[config.mk]
export PLATFORM = sky130hd
export DESIGN_NAME = bmcr_regs
export DESIGN_NICKNAME = d
export VERILOG_FILES = /design/src/logic/bmcr_pkg.sv /design/src/logic/bmcr_regs.sv
export SDC_FILE = /design/constraint.sdc
export NUM_CORES = 1
export LEC_CHECK = 0
export BUFFER_PORTS_ARGS = -buffer_cell sky130_fd_sc_hd__buf_2
export CAP_MARGIN = 20
export CORE_MARGIN = 2
export CORE_UTILIZATION = 59
export CTS_CLUSTER_DIAMETER = 80
export CTS_CLUSTER_SIZE = 14
export DETAILED_ROUTE_END_ITERATION = 6
export GPL_ROUTABILITY_DRIVEN = 1
export GPL_TIMING_DRIVEN = 1
export MAX_ROUTING_LAYER = met4
export PLACE_DENSITY_LB_ADDON = 0.12
export SETUP_SLACK_MARGIN = 0.1
export SYNTH_ARGS = -nofsm -noshare
export SYNTH_HDL_FRONTEND = slang
export SYNTH_SLANG_ARGS = --single-unit
[constraint.sdc]
create_clock -name clock_i -period 6.6 [get_ports clock_i]
set_input_delay 0.99 -clock clock_i [delete_from_list [all_inputs] [get_ports clock_i]]
set_output_delay 0.99 -clock clock_i [all_outputs]
set_load 0.01 [all_outputs]
[src/logic/bmcr_pkg.sv]
// package of offsets, field positions and reset values for the misc config registers
`default_nettype none
package bmcr_pkg;
    // register byte addresses
    localparam logic [7:0] BMCR_OFF_TEST_ONE   = 8'hBC;
    localparam logic [7:0] BMCR_OFF_TEST_TWO   = 8'hC0;
    localparam logic [7:0] BMCR_OFF_TEST_THREE = 8'hC4;
    localparam logic [7:0] BMCR_OFF_STRAP      = 8'hC8;
    localparam logic [7:0] BMCR_OFF_PIN_IO     = 8'hD8;
    localparam logic [7:0] BMCR_OFF_EEPROM     = 8'hDC;
    localparam logic [7:0] BMCR_OFF_CAP        = 8'hE0;
    localparam logic [7:0] BMCR_OFF_AUTOLOAD   = 8'hF0;
    // reset values
    localparam logic [31:0] BMCR_TEST_RESET = 32'h0000_0000;
    localparam logic [7:0]  BMCR_CAP_ID     = 8'h10;
    localparam logic [7:0]  BMCR_CAP_NEXT   = 8'h00;
    localparam logic [3:0]  BMCR_CAP_VER    = 4'h1;
    localparam logic [3:0]  BMCR_PORT_TYPE  = 4'h1;
    localparam logic [31:0] BMCR_CAP_WORD   =
        {2'h0, 5'h00, 1'h0, BMCR_PORT_TYPE, BMCR_CAP_VER, BMCR_CAP_NEXT, BMCR_CAP_ID};
    // pin io control field positions
    localparam int BMCR_PIO_IN_LSB  = 0;
    localparam int BMCR_PIO_DIR_LSB = 8;
    localparam int BMCR_PIO_OUT_LSB = 16;
    // eeprom command field positions and codes
    localparam int BMCR_EE_START    = 0;
    localparam int BMCR_EE_PRELOAD  = 2;
    localparam int BMCR_EE_CMD_LSB  = 3;
    localparam int BMCR_EE_ADDR_LSB = 5;
    localparam int BMCR_EE_DATA_LSB = 16;
    localparam logic [1:0] BMCR_CMD_WRITE = 2'h1;
    localparam logic [1:0] BMCR_CMD_READ  = 2'h2;
    // AXI responses
    localparam logic [1:0] BMCR_RESP_OKAY   = 2'h0;
    localparam logic [1:0] BMCR_RESP_SLVERR = 2'h2;
endpackage
`default_nettype wire

[src/logic/bmcr_regs.sv]
// AXI4-Lite register bank for the bridge misc configuration registers
//
// Our own choice: the AXI4-Lite register port.
`timescale 1ns/100ps
`default_nettype none
module bmcr_regs
    import bmcr_pkg::*;
(
    // clock and reset
    input  wire logic        clock_i,
    input  wire logic        rst_n_i,
    // AXI4-Lite write address and data
    input  wire logic [7:0]  s_axi_awaddr_i,
    input  wire logic        s_axi_awvalid_i,
    output logic             s_axi_awready_o,
    input  wire logic [31:0] s_axi_wdata_i,
    input  wire logic [3:0]  s_axi_wstrb_i,
    input  wire logic        s_axi_wvalid_i,
    output logic             s_axi_wready_o,
    // AXI4-Lite write response
    output logic [1:0]       s_axi_bresp_o,
    output logic             s_axi_bvalid_o,
    input  wire logic        s_axi_bready_i,
    // AXI4-Lite read
    input  wire logic [7:0]  s_axi_araddr_i,
    input  wire logic        s_axi_arvalid_i,
    output logic             s_axi_arready_o,
    output logic [31:0]      s_axi_rdata_o,
    output logic [1:0]       s_axi_rresp_o,
    output logic             s_axi_rvalid_o,
    input  wire logic        s_axi_rready_i,
    // strap pins
    input  wire logic        low_drive_strap_i,
    input  wire logic        high_drive_strap_i,
    input  wire logic [3:0]  tx_current_strap_i,
    input  wire logic [3:0]  deemphasis_strap_i,
    input  wire logic [1:0]  rx_termination_strap_i,
    input  wire logic [1:0]  tx_termination_strap_i,
    // eeprom autoload of strap values
    input  wire logic        autoload_valid_i,
    input  wire logic [13:0] autoload_strap_i,
    // general purpose pins
    input  wire logic [7:0]  pin_i,
    output logic [7:0]       pin_o,
    output logic [7:0]       pin_oe_o,
    // eeprom engine
    output logic             ee_start_o,
    output logic             ee_preload_o,
    output logic [1:0]       ee_cmd_o,
    output logic [10:0]      ee_addr_o,
    output logic [15:0]      ee_wdata_o,
    input  wire logic        ee_done_i
);

    typedef struct packed {
        logic [7:0]  pin_meta;
        logic [7:0]  pin_sync;
        logic [13:0] strap_meta;
        logic [13:0] strap_sync;
        logic [13:0] strap;
        logic        strap_loaded;
        logic [7:0]  pin_dir;
        logic [7:0]  pin_out;
        logic        ee_start;
        logic        ee_preload;
        logic [1:0]  ee_cmd;
        logic [10:0] ee_addr;
        logic [15:0] ee_wdata;
        logic        aw_held;
        logic [7:0]  aw_addr;
        logic        w_held;
        logic [31:0] w_data;
        logic [3:0]  w_strb;
        logic        bvalid;
        logic [1:0]  bresp;
        logic        rvalid;
        logic [31:0] rdata;
        logic [1:0]  rresp;
    } bmcr_state_t;

    bmcr_state_t state;
    bmcr_state_t next_state;

    // byte-lane merge of write data
    function automatic logic [31:0] bmcr_merge(input logic [31:0] old_v,
                                               input logic [31:0] new_v,
                                               input logic [3:0]  strb);
        logic [31:0] res;
        res = old_v;
        for (int i = 0; i < 4; i++) begin
            if (strb[i]) begin
                res[i*8 +: 8] = new_v[i*8 +: 8];
            end
        end
        return res;
    endfunction

    // true for any mapped word
    function automatic logic bmcr_mapped(input logic [7:0] a);
        case (a)
            BMCR_OFF_TEST_ONE, BMCR_OFF_TEST_TWO, BMCR_OFF_TEST_THREE,
            BMCR_OFF_STRAP, BMCR_OFF_PIN_IO, BMCR_OFF_EEPROM, BMCR_OFF_CAP: return 1'b1;
            default: return 1'b0;
        endcase
    endfunction

    logic [13:0] strap_pins;
    logic [31:0] pio_word;
    logic [31:0] ee_word;
    logic [31:0] rd_word;
    logic [31:0] wr_merged;
    logic        do_write;
    logic        do_read;
    logic [7:0]  wr_addr;

    assign strap_pins = {tx_termination_strap_i, rx_termination_strap_i, deemphasis_strap_i,
                         tx_current_strap_i, high_drive_strap_i, low_drive_strap_i};
    assign pio_word   = {8'h00, state.pin_out, state.pin_dir, state.pin_sync};
    assign ee_word    = {state.ee_wdata, state.ee_addr, state.ee_cmd, state.ee_preload,
                         1'b0, state.ee_start};
    assign wr_addr    = s_axi_awvalid_i && !state.aw_held ? s_axi_awaddr_i : state.aw_addr;

    // read data mux
    always_comb begin
        case (s_axi_araddr_i)
            BMCR_OFF_TEST_ONE:   rd_word = BMCR_TEST_RESET;
            BMCR_OFF_TEST_TWO:   rd_word = BMCR_TEST_RESET;
            BMCR_OFF_TEST_THREE: rd_word = BMCR_TEST_RESET;
            BMCR_OFF_STRAP:      rd_word = {18'h00000, state.strap};
            BMCR_OFF_PIN_IO:     rd_word = pio_word;
            BMCR_OFF_EEPROM:     rd_word = ee_word;
            BMCR_OFF_CAP:        rd_word = BMCR_CAP_WORD;
            default:             rd_word = 32'h0000_0000;
        endcase
    end

    // write fires once both address and data are present
    assign do_write  = (state.aw_held || s_axi_awvalid_i) && (state.w_held || s_axi_wvalid_i)
                       && !state.bvalid;
    assign do_read   = s_axi_arvalid_i && !state.rvalid;
    assign wr_merged = bmcr_merge(wr_addr == BMCR_OFF_PIN_IO ? pio_word : ee_word,
                                  state.w_held ? state.w_data : s_axi_wdata_i,
                                  state.w_held ? state.w_strb : s_axi_wstrb_i);

    // handshake outputs
    assign s_axi_awready_o = !state.aw_held && !state.bvalid;
    assign s_axi_wready_o  = !state.w_held && !state.bvalid;
    assign s_axi_arready_o = !state.rvalid;
    assign s_axi_bvalid_o  = state.bvalid;
    assign s_axi_bresp_o   = state.bresp;
    assign s_axi_rvalid_o  = state.rvalid;
    assign s_axi_rdata_o   = state.rdata;
    assign s_axi_rresp_o   = state.rresp;

    // pin drive and eeprom outputs
    assign pin_o        = state.pin_out;
    assign pin_oe_o     = state.pin_dir;
    assign ee_start_o   = state.ee_start;
    assign ee_preload_o = state.ee_preload;
    assign ee_cmd_o     = state.ee_cmd;
    assign ee_addr_o    = state.ee_addr;
    assign ee_wdata_o   = state.ee_wdata;

    // next-state logic
    always_comb begin
        next_state = state;
        next_state.pin_meta = pin_i;
        next_state.pin_sync = state.pin_meta;
        // strap pins pass two flops like the other pins
        next_state.strap_meta = strap_pins;
        next_state.strap_sync = state.strap_meta;
        // straps follow pins until an autoload replaces them
        if (autoload_valid_i) begin
            next_state.strap        = autoload_strap_i;
            next_state.strap_loaded = 1'b1;
        end else if (!state.strap_loaded) begin
            next_state.strap = state.strap_sync;
        end
        // capture write channels
        if (s_axi_awvalid_i && s_axi_awready_o) begin
            next_state.aw_held = 1'b1;
            next_state.aw_addr = s_axi_awaddr_i;
        end
        if (s_axi_wvalid_i && s_axi_wready_o) begin
            next_state.w_held = 1'b1;
            next_state.w_data = s_axi_wdata_i;
            next_state.w_strb = s_axi_wstrb_i;
        end
        // engine completion clears start and preload
        if (ee_done_i) begin
            next_state.ee_start   = 1'b0;
            next_state.ee_preload = 1'b0;
        end
        if (do_write) begin
            next_state.aw_held = 1'b0;
            next_state.w_held  = 1'b0;
            next_state.bvalid  = 1'b1;
            next_state.bresp   = bmcr_mapped(wr_addr) ? BMCR_RESP_OKAY : BMCR_RESP_SLVERR;
            if (wr_addr == BMCR_OFF_PIN_IO) begin
                next_state.pin_dir = wr_merged[BMCR_PIO_DIR_LSB +: 8];
                next_state.pin_out = wr_merged[BMCR_PIO_OUT_LSB +: 8];
            end
            if (wr_addr == BMCR_OFF_EEPROM) begin
                // a fresh start wins over a completion in the same cycle
                next_state.ee_start   = wr_merged[BMCR_EE_START] | next_state.ee_start;
                next_state.ee_preload = wr_merged[BMCR_EE_PRELOAD] | next_state.ee_preload;
                next_state.ee_cmd     = wr_merged[BMCR_EE_CMD_LSB +: 2];
                next_state.ee_addr    = wr_merged[BMCR_EE_ADDR_LSB +: 11];
                next_state.ee_wdata   = wr_merged[BMCR_EE_DATA_LSB +: 16];
            end
        end
        if (state.bvalid && s_axi_bready_i) begin
            next_state.bvalid = 1'b0;
        end
        if (do_read) begin
            next_state.rvalid = 1'b1;
            next_state.rdata  = rd_word;
            next_state.rresp  = bmcr_mapped(s_axi_araddr_i) ? BMCR_RESP_OKAY : BMCR_RESP_SLVERR;
        end else if (state.rvalid && s_axi_rready_i) begin
            next_state.rvalid = 1'b0;
        end
    end

    // state register
    always_ff @(posedge clock_i or negedge rst_n_i) begin
        if (!rst_n_i) begin
            state <= '0;
        end else begin
            state <= next_state;
        end
    end
endmodule
`default_nettype wire

* Word-level counts from Yosys, hierarchy flattened
Index checks and enable logic that the tools add are counted.
Word-level totals: bits in registers 190, output and inout bits 88, logic and storage cells 97
Operators by class: equality and inequality tests 15, multiplexer cells 27, bitwise logic cells 2, reductions and logical operators 28
Operators by type and width (count):
- case mux 32 bit (4 select lines) | 1
- equality test 8 bit, second input constant | 14
- 2-to-1 mux 32 bit | 3
- 2-to-1 mux 8 bit | 5
- 2-to-1 mux 37 bit | 1
- 2-to-1 mux 31 bit | 1
- 2-to-1 mux 14 bit | 2
- OR reduction 7 bit | 2
- nonzero test 2 bit | 6
- logical AND 1 bit | 10
- 2-to-1 mux 9 bit | 1
- 2-to-1 mux 1 bit | 8
- 2-to-1 mux 2 bit | 3
- AND reduction 3 bit | 2
- zero test 1 bit | 4
- 2-to-1 mux 4 bit | 1
- AND reduction 2 bit | 2
- 2-to-1 mux 3 bit | 1
- logical OR 1 bit | 2
- inequality test 2 bit, second input constant | 1
- bitwise OR 1 bit | 2

* Depth between registers and ports, before layout
Gate-level depths: netlist of the first run.
depth in word-level cells 10, mapped depth 8

* Least setup slack after synthesis of the first run
No wires, ideal clock.
kind input port to flip-flop, start point input s_axi_awaddr_i[4], end point register state, in the netlist ee_wdata_o[10], setup time 0.125 ns, data arrival time 2.468 ns, slack 4.007 ns, cell stages on the path 5, buffers on the path 0, cell sequence nor4bb_1 a31o_2 nand2_2 nor4b_4 mux2_2
Between the ends: longest elaborated chain between the ends 4, elaborated cells between the ends (all ways) 5
RTL lines:
- start, declared | line bmcr_regs.sv:13 | input wire logic [7:0] s_axi_awaddr_i,
- 2-to-1 mux 8 bit * | line bmcr_regs.sv:121 | assign wr_addr = s_axi_awvalid_i && !state.aw_held ? s_axi_awaddr_i : state.aw_addr;
- equality test 8 bit | line bmcr_regs.sv:141 | assign wr_merged = bmcr_merge(wr_addr == BMCR_OFF_PIN_IO ? pio_word : ee_word,
- nonzero test 2 bit (no source line)
- AND reduction 3 bit (no source line) *
- end signal, assigned | line bmcr_regs.sv:229 | state <= next_state;
- end, declared | line bmcr_regs.sv:81 | bmcr_state_t state;
Mark *: on every way between the ends. The rest lies on a longest branch, timed or not. A chain may end at the register's enable or synchronous reset.

* Worst setup path in the final report of the first run
start point input s_axi_awvalid_i, end point register state, in the netlist ee_addr_o[7]
Between the ends: longest elaborated chain between the ends 5, elaborated cells between the ends (all ways) 10
RTL lines:
- start, declared | line bmcr_regs.sv:14 | input wire logic s_axi_awvalid_i,
- logical AND 1 bit | line bmcr_regs.sv:121
- 2-to-1 mux 8 bit | line bmcr_regs.sv:121
- equality test 8 bit | line bmcr_regs.sv:141
- 2-to-1 mux 32 bit | line bmcr_regs.sv:141
- 2-to-1 mux 8 bit | line bmcr_regs.sv:91 | if (strb[i]) begin
Parallel ways exist; a longest one is shown, timed or not. The select of a mux whose other input is x is not followed.

==> results of run 1 <==
==> worst reg2reg max path: stages (launching register included) <==
cell	delay (ns)
dfrtp_1	0.47
nand2b_4	0.28
mux2i_4	0.38
nand4_4	0.41
a2111oi_4	0.79
a2bb2oi_1	0.24
==> final cells by class <==
| class | count | share of cell area |
|---|---|---|
| Antenna cell | 1 | 0.000260 |
| Timing Repair Buffer | 186 | 0.100 |
| Tap cell | 184 | 0.0239 |
| Clock inverter | 14 | 0.0130 |
| Inverter | 18 | 0.00702 |
| Clock buffer | 18 | 0.0446 |
| Sequential cell | 187 | 0.486 |
| Multi-Input combinational cell | 368 | 0.325 |
==> per-stage QoR <==
stage / instance area (µm²) / hold slack [ns]
floorplan: 8620 / 0.331
global placement: 9050 / 0.331
detailed placement: 9050 / 0.335
CTS: 9610 / 0.350
global route: 9630 / 0.358
finish: 9630 / 0.349
==> logic make-up after synthesis <==
group	count (synthesis)
flops	187
mux	150
buf+inv	133
compound gates	118
simple gates	98
other cells	1
==> registers in the layout, summed over array words and instances, names as in the netlist <==
signal / count
ee_preload_o: 1
s_axi_rvalid_o: 1
ee_cmd_o: 2
ee_wdata_o: 16
pin_oe_o: 8
state: 74
s_axi_bvalid_o: 1
pin_o: 8
s_axi_rdata_o: 32
ee_start_o: 1
pio_word: 8
s_axi_bresp_o: 1
s_axi_rresp_o: 1
ee_addr_o: 11
next_state: 22
==> layout by cell type, fill, tap and decap left out, drive strengths merged, types with 3 or more instances in the layout <==
master / count
a22o: 25
a2bb2oi: 16
buf: 185
clkbuf: 19
clkinv: 3
dfrtp: 187
inv: 27
mux2: 77
mux2i: 73
nand2: 47
nand2b: 5
nand3: 3
nand4: 3
nor2: 13
nor2b: 6
nor3: 7
nor4bb: 3
o21ai: 25
o2bb2ai: 12
o31ai: 22
==> path summary, 6_finish.rpt <==
check / slack, ns / endpoint / depth (start not counted) / from
setup / recovery: 3.80 / ee_addr_o[7]$_DFFE_PN0P_ / 6 / s_axi_awvalid_i
max in group asynchronous: 4.44 / pin_o[0]$_DFFE_PN0P_ / 2 / rst_n_i
min in group asynchronous: 0.69 / pio_word[1]$_DFF_PN0_ / 1 / rst_n_i
hold / removal: 0.35 / state[152]$_DFF_PN0_ / 0 / next_state[152]$_DFF_PN0_
setup reg to reg: 3.93 / ee_addr_o[7]$_DFFE_PN0P_ / 5 / state[83]$_DFFE_PN0P_
hold reg to reg: 0.35 / state[152]$_DFF_PN0_ / 0 / next_state[152]$_DFF_PN0_
==> layer usage <==
layer,vias up,part of all wire,track usage
met4,0,0.021,0.0850
met3,30,0.052,0.0580
met2,174,0.48,0.379
li1,2555,-,-
met1,2778,0.45,0.330
met5,-,0,-
==> power groups by stage <==
stage	Clock [W]	Sequential [W]	Combinational, W
finish	0.000959	0.00150	0.000835
global route	0.00103	0.00153	0.000912
CTS	0.000973	0.00154	0.000802
detailed placement	0	0.00156	0.000797
global placement	0	0.00154	0.000766
floorplan	0	0.00147	0.000694
==> metrics.md, run 1 <==
| Metric | Value |
|---|---|
| Run status | `finished, final reports clean` |
| TritonCTS clock tree | `built` |
| Post-CTS Setup Bufs | `0` |
| Final setup viols | `0` |
| Gpl congestion | `0.846` |
| Largest net degree at the start of global routing | `117` |
| Switching share of power | `0.314` |
| Number of hold buffers added after CTS | `0` |
| CTS H-tree lvls | `4` |
| Dpl cells | `942` |
| Most frequent cell after synthesis | `dfrtp_1` |
| Pwr dens | `342 nW/µm²` |
| Logic gate share of total power | `0.253` |
| Clk sink count | `187` |
| Crit Path Class | `input pin to flip-flop` |
| Leak Pwr | `4.74 nW` |
| HPWL after detailed placement | `12,700 µm` |
| Most frequent cells after synthesis | `dfrtp_1 (187), buf_4 (82), mux2_2 (75), mux2i_1 (72), nand2_1 (46)` |
| CORE AREA | `14,400 µm²` |
| Most area-hungry cell type in the Yosys netlist | `dfrtp_1` |
| Filler cells | `1,088` |
| Initial antenna violation count | `1` |
| Max-slew headroom | `0.280` |
| Initial Util | `0.597` |
| Post-cts resize count | `0` |
| IO Port Bufs | `181` |
| Clk pin slew, worst setup/hold paths | `0.07 ns` |
| Top FF cell, synth | `dfrtp_1` |
| F_max | `357 MHz` |
| Worst clock skew | `0.0128 ns` |
| Tmin final | `2.80 ns` |
| Fin crit share | `0.425` |
| Final antenna-violating net count | `0` |
| Remaining Overflow, GRT | `0` |
| Synth Area in Adders | `0` |
| Residual DRC | `0` |
| Global Route Usage Sum | `0.248` |
| Clock power frac | `0.291` |
| Area contributors post-synth | `dfrtp_1 (54%), mux2_2 (9.8%), mux2i_1 (8.4%)` |
| Critical-path top delay cell | `a2111oi_4` |
| Synth cell types | `53` |
| Synth Area in Simple Gates | `0.0651` |
| Area of the multi-input gates | `3130 µm²` |
| Post-Syn Area | `8620 µm²` |
| Finished Layout Cells | `976` |
| Clk_lat worst skew | `0.43 ns` |
| Synth Instances | `687` |
| Peak VDD IR | `0.182 mV` |
| Setup slack after layout | `3.80 ns` |
| Via/cell ratio | `5.67` |
| Layout cells sized above 1 | `0.393` |
| CP cell instances | `buf_2 > nand2b_4 > mux2i_4 > nand4_4 > a2111oi_4 > a2bb2oi_1` |
| Worst Setup End Kind | `flip-flop` |
| Hold WC Path Type | `flip-flop to flip-flop` |
| Switching power total | `0.00103 W` |
| Synthesized area per cell | `12.5 µm²` |
| Arr. time, crit path | `3.14 ns` |
| Sequential cell area | `4680 µm²` |
| P&R area growth vs syn | `11.8%` |
| Via count | `5,537` |
| Vias in the first global route | `5,744` |
| Die Area | `15,600 µm²` |
| Fin Setup TNS | `0 ns` |
| Clock buffer depth | `2` |
| Ys Warns | `0` |
| Largest family of logic cells by synthesized area | `multiplexers` |
| Wire per inst | `18.6 µm` |
| Slew at the pin closest to its max-slew limit | `1.08 ns` |
| Drt initial violations | `264` |
| Asr flop ratio synth | `1.00` |
| Post-synth top area share | `0.543` |
| First-pass GRT wire length | `29,600 µm` |
| Final Max Tran Viols | `0` |
| Routed wire length | `18,200 µm` |
| DRT Pass-1 Iters | `4` |
| Placement Setup Slack | `3.40 ns` |
| Largest delay contributor family on the critical path | `compound AO/OA/AOI/OAI gates` |
| Post-synth EDFFs | `0` |
| Die width | `125 µm` |
| RSZ-0062 raised after global routing | `no` |
| Endpoints failing hold | `0` |
| Register area share after synthesis | `0.543` |
| Worst Setup Start Kind | `input pin` |
| Cts bufs inserted | `17` |
| Final nets | `875` |
| Total power | `0.00330 W` |
| Max incr delay on CP | `0.79 ns` |
| Post-synthesis mux area share | `0.187` |
| Sequential Power Share | `0.456` |
| Row count | `44` |
| Int Pwr | `0.00226 W` |
| Crit Path Max Fanout | `19` |
| Final Core Density | `0.668` |
| Post-Synth XOR/XNOR Area | `0` |
| Clock Root Buffer | `clkbuf_16` |
| Compound-Gate Fraction of Synth Area | `0.109` |
| Yosys reg bits | `187` |
| IO Pins | `185` |
| Max-cap violations | `0` |
| WP buf/inv | `1` |
| Die Height | `125 µm` |
| Data required, critical path | `6.94 ns` |
(Power assumes the default switching activity.)
==> run 2: changes to the inputs <==
--- a/config.mk
+++ b/config.mk
@@ -8,7 +8,7 @@
 export BUFFER_PORTS_ARGS = -buffer_cell sky130_fd_sc_hd__buf_2
 export CAP_MARGIN = 20
 export CORE_MARGIN = 2
-export CORE_UTILIZATION = 59
+export CORE_UTILIZATION = 49
 export CTS_CLUSTER_DIAMETER = 80
 export CTS_CLUSTER_SIZE = 14
 export DETAILED_ROUTE_END_ITERATION = 6
==> constraint.sdc (replaced) <==
create_clock -name clock_i -period 2.5 [get_ports clock_i]
set_input_delay 0.375 -clock clock_i [delete_from_list [all_inputs] [get_ports clock_i]]
set_output_delay 0.375 -clock clock_i [all_outputs]
set_load 0.01 [all_outputs]
==> run 2 against run 1 <==
  * Non-clock buffer count grew 20
  * Clock skew grew 0.0054 ns
  * Die area grew 20%
  * Routed wire length grew 8.9%
  * Cell area grew 2.8%
  * Sequential power grew to 2.6 times the previous value
  * Sequential share of layout area shrank 1.3 points
  * Core utilization shrank 9.4 points
  * Cell count grew 6.4%
  * Register-to-register slack lost 3.7 ns
  * Total power grew to 2.7 times the previous value
  * Critical path type is now flip-flop to flip-flop
  * Largest cell class unchanged
==> metrics.md, run 2 (same netlist as run 1, synthesis figures left out) <==
| Metric | Value |
|---|---|
| Clock Root Buffer | `clkbuf_16` |
| Clock buffer depth | `2 (unchanged)` |
| Via count | `5,607 (+1.3%)` |
| HPWL after detailed placement | `13,800 µm (+9.0%)` |
| Die Area | `18,700 µm² (+20%)` |
| Layout cells sized above 1 | `0.412 (+0.0187)` |
| Routed wire length | `19,800 µm (+8.9%)` |
| Remaining Overflow, GRT | `0 (unchanged)` |
| Tmin final | `2.27 ns` |
| Arr. time, crit path | `2.58 ns (-0.56 ns)` |
| Drt initial violations | `349 (+32%)` |
| Final Core Density | `0.574 (-0.0935)` |
| Global Route Usage Sum | `0.227 (-0.0211)` |
| Row count | `48 (+9.1%)` |
| TritonCTS clock tree | `built` |
| Max reg flops | `74 (unchanged)` |
| Initial antenna violation count | `2 (+1)` |
| Residual DRC | `0 (unchanged)` |
| Peak VDD IR | `0.519 mV (+190%)` |
| Slew at the pin closest to its max-slew limit | `0.938 ns (-0.140 ns)` |
| Commonest non-fill, non-tap cell in the layout | `dfrtp_1` |
| Crit Path Class | `flip-flop to flip-flop` |
| Hold WC Path Type | `input pin to flip-flop` |
| Cts bufs inserted | `17 (unchanged)` |
| Die Height | `137 µm (+9.4%)` |
| F_max | `440 MHz` |
| Max-cap violations | `0 (unchanged)` |
| Final antenna-violating net count | `0 (unchanged)` |
| IO Pins | `185 (unchanged)` |
| Run status | `finished, final reports clean` |
| RSZ-0062 raised after global routing | `no` |
| Filler cells | `1,446 (+33%)` |
| DRT Pass-1 Iters | `4 (unchanged)` |
| Clk_lat worst skew | `0.44 ns (about the same)` |
| Largest net degree at the start of global routing | `61 (-48%)` |
| Final Max Tran Viols | `0 (unchanged)` |
| Vias in the first global route | `5,816 (+1.3%)` |
| Leak Pwr | `4.86 nW (+2.5%)` |
| Wire per inst | `19.0 µm (+2.4%)` |
| Final nets | `895 (+2.3%)` |
| First-pass GRT wire length | `31,000 µm (+4.6%)` |
| Via/cell ratio | `5.40 (-4.8%)` |
| Worst Setup End Kind | `flip-flop` |
| Endpoints failing hold | `0 (unchanged)` |
| Worst Setup Start Kind | `flip-flop` |
| Data required, critical path | `2.81 ns (-4.13 ns)` |
| Clk pin slew, worst setup/hold paths | `0.08 ns (about the same)` |
| Crit Path Max Fanout | `12 (-7)` |
| Fin crit share | `0.909` |
| Initial Util | `0.500 (-0.0975)` |
| Clk sink count | `187 (unchanged)` |
| Final setup viols | `0 (unchanged)` |
| Most frequent cells in the layout | `dfrtp_1 (186), buf_2 (180), mux2_2 (75)` |
| Fin Setup TNS | `0 ns (unchanged)` |
| IO Port Bufs | `181 (unchanged)` |
| Max-slew headroom | `0.375 (+0.0947)` |
| CORE AREA | `17,200 µm² (+20%)` |
| Gpl congestion | `0.757 (-11%)` |
| CTS H-tree lvls | `4 (unchanged)` |
| Die width | `137 µm (+9.4%)` |
| Pwr dens | `897 nW/µm² (+160%)` |
| Worst clock skew | `0.0182 ns (+0.00540 ns)` |
| P&R area growth vs syn | `14.8%` |
| Top reg by flops | `state` |
[run 2: cell types whose count changed in the layout (fill, tap and decap cells not counted), moves of 2 or more]
cell and delta:
nand2_2 +2, buf_12 +3, inv_6 -3, buf_4 +16, nand2_1 -2, clkinv_2 -2, clkinv_4 +4
[run 2: per-layer routing]
metal / track usage / up-vias / part of all wire
met4: 0.0747 / 0 / 0.011
li1: - / 2599 / -
met2: 0.370 / 155 / 0.50
met3: 0.0485 / 17 / 0.051
met1: 0.282 / 2836 / 0.44
met5: - / - / 0
[run 2: critical path, cell delays in order, from the launching register on]
cell       delay [ns]
dfrtp_1          0.50
nand2b_4         0.30
mux2_2           0.43
nand2b_1         0.19
nand4bb_1        0.35
mux2_2           0.38
[run 2: where the power goes]
part           switching, W  internal, W
logic               0.00118      0.00114
clock network       0.00124      0.00134
registers          0.000389      0.00358
total               0.00282      0.00606
[run 2: area by class of cell]
type	count	area (µm²)	area share
antenna	2	5.00	0.000506
multi-input combinational	368	3140	0.317
inverter	18	67.6	0.00683
sequential	187	4680	0.473
clock inverter	14	126	0.0128
tap	225	282	0.0285
clock buffer	18	439	0.0444
timing repair buffer	206	1150	0.117
[run 2: worst paths after layout]
| check | from | end | slack, ns | cells past startpoint |
|---|---|---|---|---|
| max in group asynchronous | rst_n_i | state[135]$_DFFE_PN0P_ | 1.34 | 3 |
| min in group asynchronous | rst_n_i | next_state[175]$_DFF_PN0_ | 0.50 | 2 |
| setup reg to reg | state[83]$_DFFE_PN0P_ | ee_cmd_o[0]$_DFFE_PN0P_ | 0.23 | 5 |
| hold / removal | deemphasis_strap_i[1] | next_state[153]$_DFF_PN0_ | 0.03 | 1 |
| hold reg to reg | next_state[155]$_DFF_PN0_ | state[155]$_DFF_PN0_ | 0.35 | 0 |
| setup / recovery | state[83]$_DFFE_PN0P_ | ee_cmd_o[0]$_DFFE_PN0P_ | 0.23 | 5 |
[run 2: metrics by stage]
step / instances / setup WS, ns / power, W / area [µm²] / hold WS [ns]
finish: 1038 / 0.228 / 0.00887 / 9890 / 0.0316
global route: 1038 / 0.117 / 0.00934 / 9890 / 0.0183
CTS: 1035 / 0.200 / 0.00894 / 9880 / 0.0224
detailed placement: 1002 / 0.204 / 0.00635 / 9300 / 0.335
global placement: 1002 / 0.326 / 0.00623 / 9300 / 0.332
floorplan: 688 / 0.396 / 0.00570 / 8620 / 0.0794
[run 2: repair_timing]
action / in CTS / in global routing
resized for setup: 0 / 1
setup buffers: 0 / 1
endpoints found under the setup margin: 0 / 18
hold buffers: 1 / 0
endpoints found under the hold margin: 56 / 0
==> run 3: changes to the inputs <==
--- a/config.mk
+++ b/config.mk
@@ -14,7 +14,6 @@
 export DETAILED_ROUTE_END_ITERATION = 6
 export GPL_ROUTABILITY_DRIVEN = 1
 export GPL_TIMING_DRIVEN = 1
-export MAX_ROUTING_LAYER = met4
 export PLACE_DENSITY_LB_ADDON = 0.12
 export SETUP_SLACK_MARGIN = 0.1
 export SYNTH_ARGS = -nofsm -noshare
==> run 3 against run 2 <==
  * Critical path depth unchanged
  * Sequential power is essentially flat
  * Count of clock-buffer cells in the layout unchanged
  * Routed wire length fell by 0.35%
  * Cell count about the same
  * Die area unchanged
==> metrics.md, run 3 (same netlist as run 1, synthesis figures left out) <==
| Metric | Value |
|---|---|
| Remaining Overflow, GRT | `0 (unchanged)` |
| Hold WC Path Type | `input pin to flip-flop` |
| Largest net degree at the start of global routing | `61 (unchanged)` |
| Hold path depth | `1 (unchanged)` |
| F_max | `443 MHz (+0.63%)` |
| IO Port Bufs | `181 (unchanged)` |
| Initial Util | `0.500 (unchanged)` |
| Reg2Reg Setup Slack | `0.24 ns (about the same)` |
| Peak VDD IR | `0.521 mV (+0.32%)` |
| Fin Setup TNS | `0 ns (unchanged)` |
| Worst clock skew | `0.0111 ns (-0.00714 ns)` |
| Pwr dens | `896 nW/µm² (about the same)` |
| Clock Root Buffer | `clkbuf_16` |
| Filler cells | `1,449 (+0.21%)` |
| Max-slew headroom | `0.403 (+0.0284)` |
| Switching power total | `0.00281 W (-0.21%)` |
| Slew at the pin closest to its max-slew limit | `0.895 ns (-0.0426 ns)` |
| Sequential cell area | `4680 µm² (unchanged)` |
| Switching share of power | `0.317 (-0.000462)` |
| Routed wire length | `19,700 µm (-0.35%)` |
| Residual DRC | `0 (unchanged)` |
| Endpoints failing hold | `0 (unchanged)` |
| Hold path startpoint | `deemphasis_strap_i[1]` |
| DRT Pass-1 Iters | `6 (+2)` |
| Clk_lat worst skew | `0.44 ns (about the same)` |
| Worst Setup End Kind | `flip-flop` |
| Post-DP Area | `9300 µm² (unchanged)` |
| Run status | `finished, final reports clean` |
| Clk pin slew, worst setup/hold paths | `0.08 ns (about the same)` |
| Logic gate share of total power | `0.262 (about the same)` |
| CORE AREA | `17,200 µm² (unchanged)` |
| Crit Path Max Fanout | `12 (unchanged)` |
| Global Route Usage Sum | `0.220 (-0.00669)` |
| Fin crit share | `0.903 (-0.00566)` |
| FF-to-FF path depth | `5 (unchanged)` |
| Cts bufs inserted | `17 (unchanged)` |
| RSZ-0062 raised after global routing | `no` |
| Clock power frac | `0.291 (about the same)` |
| Row count | `48 (unchanged)` |
| CTS H-tree lvls | `4 (unchanged)` |
| Drt initial violations | `304 (-13%)` |
| Max reg flops | `74 (unchanged)` |
| Most frequent cells in the layout | `dfrtp_1 (186), buf_2 (180), mux2_2 (75)` |
| IO Pins | `185 (unchanged)` |
| Final nets | `895 (unchanged)` |
| Int Pwr | `0.00606 W (about the same)` |
| Tmin final | `2.26 ns (-0.0142 ns)` |
| Data required, critical path | `2.82 ns (about the same)` |
| Final Max Tran Viols | `0 (unchanged)` |
| Area of the multi-input gates | `3140 µm² (unchanged)` |
| Layout cells sized above 1 | `0.412 (unchanged)` |
| Via/cell ratio | `5.39 (-0.17%)` |
| Arr. time, crit path | `2.58 ns (about the same)` |
| Worst R2R Start | `state[83]$_DFFE_PN0P_` |
| HPWL after detailed placement | `13,800 µm (unchanged)` |
| Worst Setup Start Kind | `flip-flop` |
| Max-cap violations | `0 (unchanged)` |
| Clk sink count | `187 (unchanged)` |
| Via count | `5,592 (-0.27%)` |
| P&R area growth vs syn | `14.8% (about the same)` |
| Gpl congestion | `0.748 (-1.3%)` |
| First-pass GRT wire length | `31,000 µm (about the same)` |
| Final setup viols | `0 (unchanged)` |
| Die Area | `18,700 µm² (unchanged)` |
| Wire per inst | `19.0 µm (-0.26%)` |
| Hold path endpoint | `next_state[153]$_DFF_PN0_` |
| Vias in the first global route | `5,815 (-0.017%)` |
| Leak Pwr | `4.86 nW (about the same)` |
| Commonest non-fill, non-tap cell in the layout | `dfrtp_1` |
| TritonCTS clock tree | `built` |
| Finished Cell Area | `9890 µm² (about the same)` |
| Initial antenna violation count | `2 (unchanged)` |
| Critical R2R Capture | `ee_addr_o[0]$_DFFE_PN0P_` |
| Final antenna-violating net count | `0 (unchanged)` |
| Sequential Power Share | `0.447 (about the same)` |
| Clock buffer depth | `2 (unchanged)` |
| Top reg by flops | `state` |
| Crit Path Class | `flip-flop to flip-flop` |
| Die Height | `137 µm (unchanged)` |
| Die width | `137 µm (unchanged)` |
## run 3: cell count changes in the layout (fill, tap and decap cells not counted), sizes merged
| cell | delta |
|---|---|
| diode | -1 |
## run 3: area by class of cell
type / count / share of cell area
multi-input cells: 368 / 0.317
repair buffers: 206 / 0.117
inverters: 18 / 0.00683
well taps: 225 / 0.0285
flip-flops and latches: 187 / 0.473
diodes: 1 / 0.000253
clock buffers: 18 / 0.0444
clock inverters: 14 / 0.0128
## run 3: worst max-delay path, cell delays in order, from the launching register on
cell and delay, ns:
dfrtp_1 0.49, nand2b_4 0.30, mux2_2 0.43, nand2b_1 0.19, nand4bb_1 0.35, mux2_2 0.39
## run 3: metal layers
metal,part of all wire,up-vias,global-route usage
met5,0,-,0
met4,0.018,0,0.0747
met3,0.057,28,0.0507
met2,0.49,151,0.371
met1,0.43,2814,0.279
li1,-,2599,-
## run 3: power by group through the flow
stage	combinational, W	sequential (W)	clock [W]
6_report	0.00232	0.00397	0.00258
5_1_grt	0.00255	0.00404	0.00276
4_1_cts	0.00234	0.00397	0.00263
3_5_place_dp	0.00233	0.00402	0
3_3_place_gp	0.00226	0.00398	0
2_1_floorplan	0.00183	0.00387	0
## run 3: repair_timing
action	4_1_cts	5_1_grt
resized for setup	0	1
hold endpoints to repair	56	0
setup endpoints to repair	0	18
buffers inserted	0	1
hold buffers	1	0
## run 3: per-stage QoR
stage	util	cells	power [W]	worst slack, ns	hold WS, ns
floorplan	-	688	0.00570	0.396	0.0794
global placement	0.540	1002	0.00623	0.326	0.332
detailed placement	0.540	1002	0.00635	0.204	0.335
CTS	0.573	1035	0.00894	0.200	0.0224
global route	0.574	1036	0.00935	0.117	0.0183
finish	0.574	1037	0.00887	0.243	0.0347
## run 3: worst max-delay path by stage
stage	cells after the start	startpoint	slack, ns	end
after global routing	6	state[83]$_DFFE_PN0P_	0.12	ee_addr_o[5]$_DFFE_PN0P_
after global placement	6	state[83]$_DFFE_PN0P_	0.33	ee_addr_o[10]$_DFFE_PN0P_
after CTS	6	state[83]$_DFFE_PN0P_	0.20	ee_addr_o[8]$_DFFE_PN0P_
after floorplan	6	state[83]$_DFFE_PN0P_	0.40	ee_wdata_o[10]$_DFFE_PN0P_
final	5	state[83]$_DFFE_PN0P_	0.24	ee_addr_o[0]$_DFFE_PN0P_
after detailed placement	6	state[83]$_DFFE_PN0P_	0.20	ee_addr_o[5]$_DFFE_PN0P_
